## src/include/exec_pkg.sv

```systemverilog
// shared constants, types and decode helpers for the skip/xor execution block
package exec_pkg;
    // instruction word layout
    localparam logic [15:0] OP_TST_MASK = 16'hFE00;
    localparam logic [15:0] OP_TST_CODE = 16'h6600;
    localparam logic [7:0] OP_XOR_CODE = 8'h0A;
    localparam int OP_HI_LSB = 8;
    localparam int A_BIT = 8;
    // data address space
    localparam logic [7:0] LIT_OFFSET_MAX = 8'h5F;
    localparam logic [7:0] ACCESS_SPLIT = 8'h60;
    localparam logic [3:0] ACCESS_HI_BANK = 4'hF;
    localparam logic [3:0] ACCESS_LO_BANK = 4'h0;
    // register map, byte addresses
    localparam logic [7:0] REG_CTRL = 8'h00;
    localparam logic [7:0] REG_ACC = 8'h04;
    localparam logic [7:0] REG_STAT = 8'h08;
    localparam logic [7:0] REG_SKIPS = 8'h0C;
    // control fields
    localparam int CTRL_XINST_BIT = 8;
    localparam int CTRL_BSR_MSB = 3;
    // status fields
    localparam int STAT_N_BIT = 0;
    localparam int STAT_Z_BIT = 1;
    localparam int STAT_SKIP_BIT = 2;
    // reset values
    localparam logic [7:0] ACC_RST = 8'h00;
    localparam logic [3:0] BSR_RST = 4'h0;
    localparam logic [15:0] SKIPS_RST = 16'h0000;
    // bus answers
    localparam logic [1:0] RESP_OKAY = 2'h0;
    localparam logic [1:0] RESP_SLVERR = 2'h2;
    // one fetched word and whether it is the first of a two-word instruction
    typedef struct packed {
        logic two_word;
        logic [15:0] word;
    } instr_t;
    // software-steered control bits
    typedef struct packed {
        logic xinst;
        logic [3:0] bank_select_register;
    } ctrl_t;
    // execution sequencing
    typedef enum logic [1:0] {ST_EXEC, ST_SKIP1, ST_SKIP2} exec_state_t;
    // test-and-skip opcode match
    function automatic logic is_test_skip(input logic [15:0] w);
        return (w & OP_TST_MASK) == OP_TST_CODE;
    endfunction
    // xor-immediate opcode match
    function automatic logic is_xor_imm(input logic [15:0] w);
        return w[15:OP_HI_LSB] == OP_XOR_CODE;
    endfunction
    // mapped register offsets
    function automatic logic addr_hit(input logic [7:0] a);
        return a == REG_CTRL || a == REG_ACC || a == REG_STAT || a == REG_SKIPS;
    endfunction
endpackage

```

## src/verilog/file_addr_gen.sv

```systemverilog
// file-register address formation for the test-and-skip instruction
`timescale 1ns/1ps
`default_nettype none
module file_addr_gen
    import exec_pkg::*;
(
    input wire logic [7:0] f,
    input wire logic a,
    input wire ctrl_t ctrl,
    input wire logic [11:0] idx_base,
    output logic [11:0] addr
);
    // three ways to reach a file register; indexed wins inside the access bank
    always_comb begin
        if (a) begin
            // banked space, bank chosen by the bank select register
            addr = {ctrl.bank_select_register, f};
        end else if (ctrl.xinst && f <= LIT_OFFSET_MAX) begin
            // literal offset from the index base; wrap is intended
            addr = idx_base + {4'h0, f};
        end else if (f < ACCESS_SPLIT) begin
            // low half of the access bank
            addr = {ACCESS_LO_BANK, f};
        end else begin
            // upper half of the access bank maps to the special registers
            addr = {ACCESS_HI_BANK, f};
        end
    end
endmodule
`default_nettype wire

```

## src/verilog/axil_port.sv

```systemverilog
// axi4-lite slave front end: one write and one read at a time
`timescale 1ns/1ps
`default_nettype none
module axil_port
    import exec_pkg::*;
(
    input wire logic ref_clk,
    input wire logic resetn,
    input wire logic [7:0] awaddr,
    input wire logic awvalid,
    output logic awready,
    input wire logic [31:0] wdata,
    input wire logic [3:0] wstrb,
    input wire logic wvalid,
    output logic wready,
    output logic [1:0] bresp,
    output logic bvalid,
    input wire logic bready,
    input wire logic [7:0] araddr,
    input wire logic arvalid,
    output logic arready,
    output logic [31:0] rdata,
    output logic [1:0] rresp,
    output logic rvalid,
    input wire logic rready,
    output logic reg_we,
    output logic [7:0] reg_waddr,
    output logic [31:0] reg_wdata,
    output logic [3:0] reg_wstrb,
    output logic [7:0] reg_raddr,
    input wire logic [31:0] reg_rdata
);
    logic wr_take; // address and data taken together
    logic rd_take; // read address taken

    // both write channels are taken in the same edge, so order never matters
    assign wr_take = awvalid && wvalid && !bvalid;
    assign awready = wr_take;
    assign wready = wr_take;
    assign rd_take = arvalid && !rvalid;
    assign arready = !rvalid;
    // register strobe for the core, pulse in the take cycle
    assign reg_we = wr_take && addr_hit(awaddr);
    assign reg_waddr = awaddr;
    assign reg_wdata = wdata;
    assign reg_wstrb = wstrb;
    assign reg_raddr = araddr;

    // write response one edge after the take, held until bready
    always_ff @(posedge ref_clk or negedge resetn) begin
        if (!resetn) begin
            bvalid <= 1'b0;
            bresp <= RESP_OKAY;
        end else if (wr_take) begin
            bvalid <= 1'b1;
            bresp <= addr_hit(awaddr) ? RESP_OKAY : RESP_SLVERR;
        end else if (bready) begin
            bvalid <= 1'b0;
        end
    end

    // read data captured at the take, held until rready
    always_ff @(posedge ref_clk or negedge resetn) begin
        if (!resetn) begin
            rvalid <= 1'b0;
            rresp <= RESP_OKAY;
            rdata <= 32'h00000000;
        end else if (rd_take) begin
            rvalid <= 1'b1;
            rresp <= addr_hit(araddr) ? RESP_OKAY : RESP_SLVERR;
            rdata <= addr_hit(araddr) ? reg_rdata : 32'h00000000;
        end else if (rready) begin
            rvalid <= 1'b0;
        end
    end
endmodule
`default_nettype wire

```

## src/verilog/skip_xor_exec.sv

```systemverilog
// execution of test-file-skip-if-zero and xor-immediate-into-accumulator
// Functional notes
// - zero file register: discard next, run nop
// - a=0 selects the access bank
// - a=1 uses bank select register
// - a=0, extended set, f<=5F: indexed offset
// - skipped two-word instruction: three cycles total
// - xor immediate into accumulator, sets n,z
`timescale 1ns/1ps
`default_nettype none
module skip_xor_exec
    import exec_pkg::*;
(
    input wire logic ref_clk,
    input wire logic resetn,
    // register bus
    input wire logic [7:0] awaddr,
    input wire logic awvalid,
    output logic awready,
    input wire logic [31:0] wdata,
    input wire logic [3:0] wstrb,
    input wire logic wvalid,
    output logic wready,
    output logic [1:0] bresp,
    output logic bvalid,
    input wire logic bready,
    input wire logic [7:0] araddr,
    input wire logic arvalid,
    output logic arready,
    output logic [31:0] rdata,
    output logic [1:0] rresp,
    output logic rvalid,
    input wire logic rready,
    // fetch stage
    input wire logic instr_valid,
    input wire instr_t instr,
    output logic instr_ready,
    // index base for literal offset addressing
    input wire logic [11:0] idx_base,
    // data memory read port, answers in the same cycle
    output logic mem_rd,
    output logic [11:0] mem_addr,
    input wire logic [7:0] mem_rdata,
    // core state
    output logic [7:0] acc,
    output logic flag_n,
    output logic flag_z,
    output logic skipping
);
    logic reg_we; // register write strobe
    logic [7:0] reg_waddr; // register write offset
    logic [31:0] reg_wdata; // register write data
    logic [3:0] reg_wstrb; // register byte enables
    logic [7:0] reg_raddr; // register read offset
    logic [31:0] reg_rdata; // register read value
    ctrl_t ctrl_r; // extended set enable and bank select
    logic [7:0] acc_r; // working accumulator
    logic flag_n_r; // negative flag
    logic flag_z_r; // zero flag
    logic [15:0] skips_r; // count of taken skips
    exec_state_t state_r; // sequencing state
    exec_state_t state_nxt; // next sequencing state
    logic take; // instruction word consumed this edge
    logic run; // consumed word is executed, not discarded
    logic do_tst; // executing a test-and-skip
    logic do_xor; // executing an xor-immediate
    logic [7:0] xor_res; // xor result
    logic skip_hit; // tested file register is zero

    // bus front end
    axil_port u_axil (
        .ref_clk(ref_clk),
        .resetn(resetn),
        .awaddr(awaddr),
        .awvalid(awvalid),
        .awready(awready),
        .wdata(wdata),
        .wstrb(wstrb),
        .wvalid(wvalid),
        .wready(wready),
        .bresp(bresp),
        .bvalid(bvalid),
        .bready(bready),
        .araddr(araddr),
        .arvalid(arvalid),
        .arready(arready),
        .rdata(rdata),
        .rresp(rresp),
        .rvalid(rvalid),
        .rready(rready),
        .reg_we(reg_we),
        .reg_waddr(reg_waddr),
        .reg_wdata(reg_wdata),
        .reg_wstrb(reg_wstrb),
        .reg_raddr(reg_raddr),
        .reg_rdata(reg_rdata)
    );

    // address of the tested file register
    file_addr_gen u_addr (
        .f(instr.word[7:0]),
        .a(instr.word[A_BIT]),
        .ctrl(ctrl_r),
        .idx_base(idx_base),
        .addr(mem_addr)
    );

    // every cycle with instr_valid takes one word; a discarded word still costs its cycle
    assign instr_ready = 1'b1;
    assign take = instr_valid && instr_ready;
    assign run = take && state_r == ST_EXEC;
    assign do_tst = run && is_test_skip(instr.word);
    assign do_xor = run && is_xor_imm(instr.word);
    // read only: the file register is never written back
    assign mem_rd = do_tst;
    assign skip_hit = mem_rdata == 8'h00;
    assign xor_res = acc_r ^ instr.word[7:0];

    // skip sequencing
    always_comb begin
        state_nxt = state_r;
        unique case (state_r)
            ST_EXEC: begin
                // zero reads arm the discard of the next word
                if (do_tst && skip_hit) begin
                    state_nxt = ST_SKIP1;
                end
            end
            ST_SKIP1: begin
                // discarded word is a two-word instruction: drop its tail too
                if (take) begin
                    state_nxt = instr.two_word ? ST_SKIP2 : ST_EXEC;
                end
            end
            ST_SKIP2: begin
                // second word of the skipped instruction is also a nop
                if (take) begin
                    state_nxt = ST_EXEC;
                end
            end
            default: begin
                // unused state code: go back to executing rather than lock up
                state_nxt = ST_EXEC;
            end
        endcase
    end

    // state register
    always_ff @(posedge ref_clk or negedge resetn) begin
        if (!resetn) begin
            state_r <= ST_EXEC;
        end else begin
            state_r <= state_nxt;
        end
    end

    // accumulator: an instruction write beats a bus write in the same edge
    always_ff @(posedge ref_clk or negedge resetn) begin
        if (!resetn) begin
            acc_r <= ACC_RST;
        end else if (do_xor) begin
            // xor with the literal, one cycle
            acc_r <= xor_res;
        end else if (reg_we && reg_waddr == REG_ACC && reg_wstrb[0]) begin
            acc_r <= reg_wdata[7:0];
        end
    end

    // flags move only on xor; test-and-skip leaves them alone
    always_ff @(posedge ref_clk or negedge resetn) begin
        if (!resetn) begin
            flag_n_r <= 1'b0;
            flag_z_r <= 1'b0;
        end else if (do_xor) begin
            // negative and zero from the result
            flag_n_r <= xor_res[7];
            flag_z_r <= xor_res == 8'h00;
        end
    end

    // control register: bank select in byte 0, extended set in byte 1
    always_ff @(posedge ref_clk or negedge resetn) begin
        if (!resetn) begin
            ctrl_r <= '{xinst: 1'b0, bank_select_register: BSR_RST};
        end else if (reg_we && reg_waddr == REG_CTRL) begin
            if (reg_wstrb[0]) begin
                ctrl_r.bank_select_register <= reg_wdata[CTRL_BSR_MSB:0];
            end
            if (reg_wstrb[1]) begin
                ctrl_r.xinst <= reg_wdata[CTRL_XINST_BIT];
            end
        end
    end

    // taken skips, wraps silently; read only for software
    always_ff @(posedge ref_clk or negedge resetn) begin
        if (!resetn) begin
            skips_r <= SKIPS_RST;
        end else if (do_tst && skip_hit) begin
            skips_r <= skips_r + 16'h0001;
        end
    end

    // register read mux; unmapped offsets are refused by the front end
    always_comb begin
        reg_rdata = 32'h00000000;
        unique case (reg_raddr)
            REG_CTRL: begin
                reg_rdata[CTRL_BSR_MSB:0] = ctrl_r.bank_select_register;
                reg_rdata[CTRL_XINST_BIT] = ctrl_r.xinst;
            end
            REG_ACC: reg_rdata[7:0] = acc_r;
            REG_STAT: begin
                reg_rdata[STAT_N_BIT] = flag_n_r;
                reg_rdata[STAT_Z_BIT] = flag_z_r;
                reg_rdata[STAT_SKIP_BIT] = state_r != ST_EXEC;
            end
            REG_SKIPS: reg_rdata[15:0] = skips_r;
            default: reg_rdata = 32'h00000000;
        endcase
    end

    // outputs straight from flip-flops, except skipping, which is decoded from state_r
    assign acc = acc_r;
    assign flag_n = flag_n_r;
    assign flag_z = flag_z_r;
    assign skipping = state_r != ST_EXEC;

    // a zero read discards the next word: no accumulator or zero flag change
    property p_skip_nop;
        @(posedge ref_clk) disable iff (!resetn)
        (do_tst && skip_hit && !reg_we) ##1 (instr_valid && !reg_we)
            |-> skipping ##1 (acc_r == $past(acc_r) && flag_z_r == $past(flag_z_r));
    endproperty
    a_skip_nop: assert property (p_skip_nop) else $error("skipped word was executed");

    // access bank outside the indexed window
    property p_access_bank;
        @(posedge ref_clk) disable iff (!resetn)
        (do_tst && !instr.word[A_BIT] && !(ctrl_r.xinst && instr.word[7:0] <= LIT_OFFSET_MAX))
            |-> mem_addr[11:8] == (instr.word[7:0] < ACCESS_SPLIT ? ACCESS_LO_BANK : ACCESS_HI_BANK)
                && mem_addr[7:0] == instr.word[7:0];
    endproperty
    a_access_bank: assert property (p_access_bank) else $error("access bank address wrong");

    // banked access follows the bank select register
    property p_banked;
        @(posedge ref_clk) disable iff (!resetn)
        (do_tst && instr.word[A_BIT]) |-> mem_addr == {ctrl_r.bank_select_register, instr.word[7:0]};
    endproperty
    a_banked: assert property (p_banked) else $error("banked address wrong");

    // indexed literal offset inside the window
    property p_indexed;
        @(posedge ref_clk) disable iff (!resetn)
        (do_tst && !instr.word[A_BIT] && ctrl_r.xinst && instr.word[7:0] <= LIT_OFFSET_MAX)
            |-> mem_addr == idx_base + {4'h0, instr.word[7:0]};
    endproperty
    a_indexed: assert property (p_indexed) else $error("indexed address wrong");

    // two-word skipped instruction holds off execution for two more words
    property p_three_cycle;
        @(posedge ref_clk) disable iff (!resetn)
        (state_r == ST_SKIP1 && take && instr.two_word) |=> state_r == ST_SKIP2 && !do_tst && !do_xor;
    endproperty
    a_three_cycle: assert property (p_three_cycle) else $error("two-word skip too short");

    // xor result and flags one edge after the instruction
    property p_xor;
        @(posedge ref_clk) disable iff (!resetn)
        do_xor |=> acc_r == ($past(acc_r) ^ $past(instr.word[7:0]))
            && flag_z_r == (acc_r == 8'h00) && flag_n_r == acc_r[7];
    endproperty
    a_xor: assert property (p_xor) else $error("xor result or flags wrong");

    // test-and-skip keeps both flags either way
    property p_flags_hold;
        @(posedge ref_clk) disable iff (!resetn)
        do_tst |=> $stable(flag_n_r) && $stable(flag_z_r);
    endproperty
    a_flags_hold: assert property (p_flags_hold) else $error("flags changed by test");

    // a nonzero file register costs one cycle and arms no discard
    property p_no_skip;
        @(posedge ref_clk) disable iff (!resetn)
        (do_tst && !skip_hit) |=> !skipping;
    endproperty
    a_no_skip: assert property (p_no_skip) else $error("skip armed on nonzero data");

    // a skipped one-word instruction costs exactly one extra cycle
    property p_single_skip;
        @(posedge ref_clk) disable iff (!resetn)
        (state_r == ST_SKIP1 && take && !instr.two_word) |=> state_r == ST_EXEC;
    endproperty
    a_single_skip: assert property (p_single_skip) else $error("one-word skip too long");

    // the tail of a skipped two-word instruction ends the discard
    property p_skip_tail_end;
        @(posedge ref_clk) disable iff (!resetn)
        (state_r == ST_SKIP2 && take) |=> state_r == ST_EXEC;
    endproperty
    a_skip_tail_end: assert property (p_skip_tail_end) else $error("two-word skip too long");
endmodule
`default_nettype wire

```

## config.mk

```make
export PLATFORM = sky130hd
export DESIGN_NAME = skip_xor_exec
export DESIGN_NICKNAME = d
export VERILOG_FILES = /design/src/include/exec_pkg.sv /design/src/verilog/file_addr_gen.sv /design/src/verilog/axil_port.sv /design/src/verilog/skip_xor_exec.sv
export SDC_FILE = /design/constraint.sdc
export NUM_CORES = 1
export LEC_CHECK = 0
export BUFFER_PORTS_ARGS = -buffer_cell sky130_fd_sc_hd__buf_4
export CORE_MARGIN = 1
export CORE_UTILIZATION = 50
export DETAILED_ROUTE_END_ITERATION = 8
export PLACE_DENSITY = 0.86
export SETUP_SLACK_MARGIN = 0.2
export SYNTH_ARGS = -nofsm -noshare
export SYNTH_HDL_FRONTEND = slang
export SYNTH_SLANG_ARGS = --single-unit
export TNS_END_PERCENT = 20
```

## constraint.sdc

```tcl
create_clock -name ref_clk -period 4.2 [get_ports ref_clk]
set_clock_uncertainty 0.1 [all_clocks]
set_input_delay 0.84 -clock ref_clk [delete_from_list [all_inputs] [get_ports ref_clk]]
set_output_delay 0.84 -clock ref_clk [all_outputs]
set_load 0.01 [all_outputs]
```

==> metrics.txt <==
drt drc=22; routability congestion estimate=0.8486; final worst path period share=88.31%; vias in the first global route=3066; RSZ-0062 raised after global routing=no; clk root buf=clkbuf_8; GR Util All Layers=25.87%; placed cell count=539; DR vias=3168; class of the tightest hold or removal check=register to register; Clk network pwr share=31.8%; CORE AREA=0.006422 mm2; Slew @ Worst Pin=703.4 ps; Post-CTS Setup Repair Bufs=0; Nets=576; Synth area leaders=dfrtp_1 (40%), xnor2_1 (4.7%), buf_4 (4.5%); area of the mapped netlist=0.003354 mm2; share of layout cells above drive strength 1=31.06%; EDFF count, synth=0; R2R Setup Slk=1830 ps; # setup viols final=0; setup tns final=0 ps; failing checks=design-rule violations; clk sinks=53; row count=29; total gr overflow=0; routed wire length per instance=16.02 um; number of I/O pins=163; Synth Warn #=0; Antenna Nets Post-Route=0; P_leak=2.172 nW; CTS max path bufs=2; first-pass GRT wire length=14.55 mm; Antenna diodes=0; most numerous cell in the Yosys netlist=dfrtp_1; worst path cell trace=buf_4 -> ha_1 -> inv_1 -> fa_1 -> nor2b_1 -> o31a_1 -> o21ai_1 -> or4_1 -> nand3_1 -> buf_4; critical path required time=3260 ps; placed cell areas=0.004212 mm2; Die X=83.91 um; Crit path max-delay family=simple AND/OR/NAND/NOR gates; cell-internal power=0.8341 mW; Worst path max stage delay=410 ps; post-synthesis cell count=357; Seq pwr share=47.3%; die span in y=83.91 um; Non-Filler Instances=547; leading area contributor after synthesis=dfrtp_1; Buf/Inv on CP=3; Distinct cells, synth=58; hold buffers post-CTS=0; asr flop ratio synth=100.0%; register bit count reported by yosys=53; Worst slew margin=52.68%; initial antenna violation count=0; Pwr Density=262.1 mW/mm2; Port Buffers=118; ys flop type=dfrtp_1; Design Area, Final=0.004328 mm2; number of fill cells=518; crit path DAT=2770 ps; final wirelength=8.762 mm; drt pass-1 iters=7; Starting Density=52.23%; Gate power share=20.9%; peak supply drop=127.2 uV; CP Class=input port to primary output; fin crit period=3709 ps; CTS tree=done; Top cell by count, worst path=buf_4; Clk Latency, worst-skew pair=310 ps; H-tree Lvls=2; post-synth top area share=39.54%; CP max FO=5; Reg clk slew, reported paths=90 ps; outcome=finished, violations left; max frequency=269.6 MHz; TritonCTS buffer count=5; Avg Synthesized Cell Area=9.396 um2; max-slew violations=0; hpwl dp=6.715 mm; final hold viol count=0; Critical Path End Type=primary output; largest net degree at the start of global routing=54; switch share=26.46%; DR iter-0 viols=201; vias per inst=5.792; Syn-to-layout area delta=29.02%; commonest cells in the netlist=dfrtp_1 (53), nand2_1 (34), nor2_1 (28); switching power=0.3001 mW; max_cap viols=0; register area share after synthesis=39.54%; Die ar.=0.007041 mm2; post_cts resized=0; startpoint types=input port; CP max stage cell=fa_1
-- power groups by stage --
stage               Sequential (mW)  Combinational (mW)  Clock, mW
global route                  0.538               0.258      0.386
CTS                           0.536               0.237      0.365
global placement              0.546               0.228          0
floorplan                     0.548               0.121          0
detailed placement            0.546               0.235          0
finish                        0.536               0.237      0.361
-- path summary, 6_finish.rpt --
check / cells after the start / end / startpoint
setup / recovery: 10 / mem_addr[10] / instr[0]
hold / removal: 1 / skips_r[15] / skips_r[15]
setup reg to reg: 5 / acc[3] / state_r[1]
hold reg to reg: 1 / skips_r[15] / skips_r[15]
max in group asynchronous: 1 / acc[7] / resetn
min in group asynchronous: 1 / u_axil.rdata[15] / resetn
-- registers in the layout (all words and copies together), names as in the netlist --
signal	cells
skips_r	16
u_axil.rdata	16
acc	8
ctrl_r	5
state_r	2
flag_n	1
flag_z	1
u_axil.bresp	1
u_axil.bvalid	1
u_axil.rresp	1
u_axil.rvalid	1
-- area by class of cell --
class | count | area [um2] | area share [%]
multi-input cells | 275 | 1836 | 42.41
well taps | 77 | 96.34 | 2.226
flip-flops and latches | 53 | 1326 | 30.64
clock inverters | 1 | 30.03 | 0.6938
inverters | 14 | 52.55 | 1.214
clock buffers | 7 | 86.33 | 1.995
repair buffers | 120 | 900.9 | 20.82
-- worst register-to-register path, cell delays in order, from the launching register on --
cell	delay (ps)
dfrtp_1	400
or2_2	360
or4_1	860
and4_4	320
a21oi_1	150
nand2_1	70
-- cells by family (layout without fill, tap and decap cells) --
kind of cell | after synthesis | after routing | share of synthesized area [%]
other | 2 | 19 | 0.2239
AOI/OAI and AO/OA | 75 | 75 | 15.22
DFF | 53 | 53 | 39.54
buffers and inverters | 46 | 142 | 7.646
adders and majority gates | 10 | 10 | 3.954
muxes | 14 | 14 | 5.520
and+or+nand+nor | 128 | 128 | 20.33
xor gates and xnor gates | 29 | 29 | 7.572
-- per-stage QoR --
step / power (mW) / hold WS, ps / utilization [%] / setup WS (ps)
after floorplan: 0.6690 / 342.5 / - / 929.2
after global placement: 0.7733 / 361.1 / 65.58 / 578.2
after detailed placement: 0.7815 / 364.4 / 65.58 / 522.3
after CTS: 1.138 / 379.5 / 67.39 / 518.1
after global routing: 1.182 / 390.3 / 67.39 / 367.7
final: 1.134 / 384.5 / 67.39 / 491.2
-- per-layer routing --
| metal | vias to the layer above | part of all wire, % | track usage [%] | wire length, um |
|---|---|---|---|---|
| li1 | 1457 | - | - | - |
| met1 | 1538 | 41 | 33.31 | 3631 |
| met2 | 159 | 50 | 44.63 | 4397 |
| met3 | 14 | 6.8 | 4.352 | 600 |
| met4 | 0 | 1.5 | 7.837 | 132 |
| met5 | - | 0 | 0 | 0 |
-- layout by cell type (no fill, tap or decap), types with 9 or more instances in the layout --
cell type	instances
inv_1	14
ha_1	9
a22o_1	11
o21ai_0	23
conb_1	19
buf_4	120
xor2_1	11
nand2_1	34
nor2_1	28
xnor2_1	18
nand3_1	14
dfrtp_1	53
Note: power is estimated with default switching activity, not from simulation.
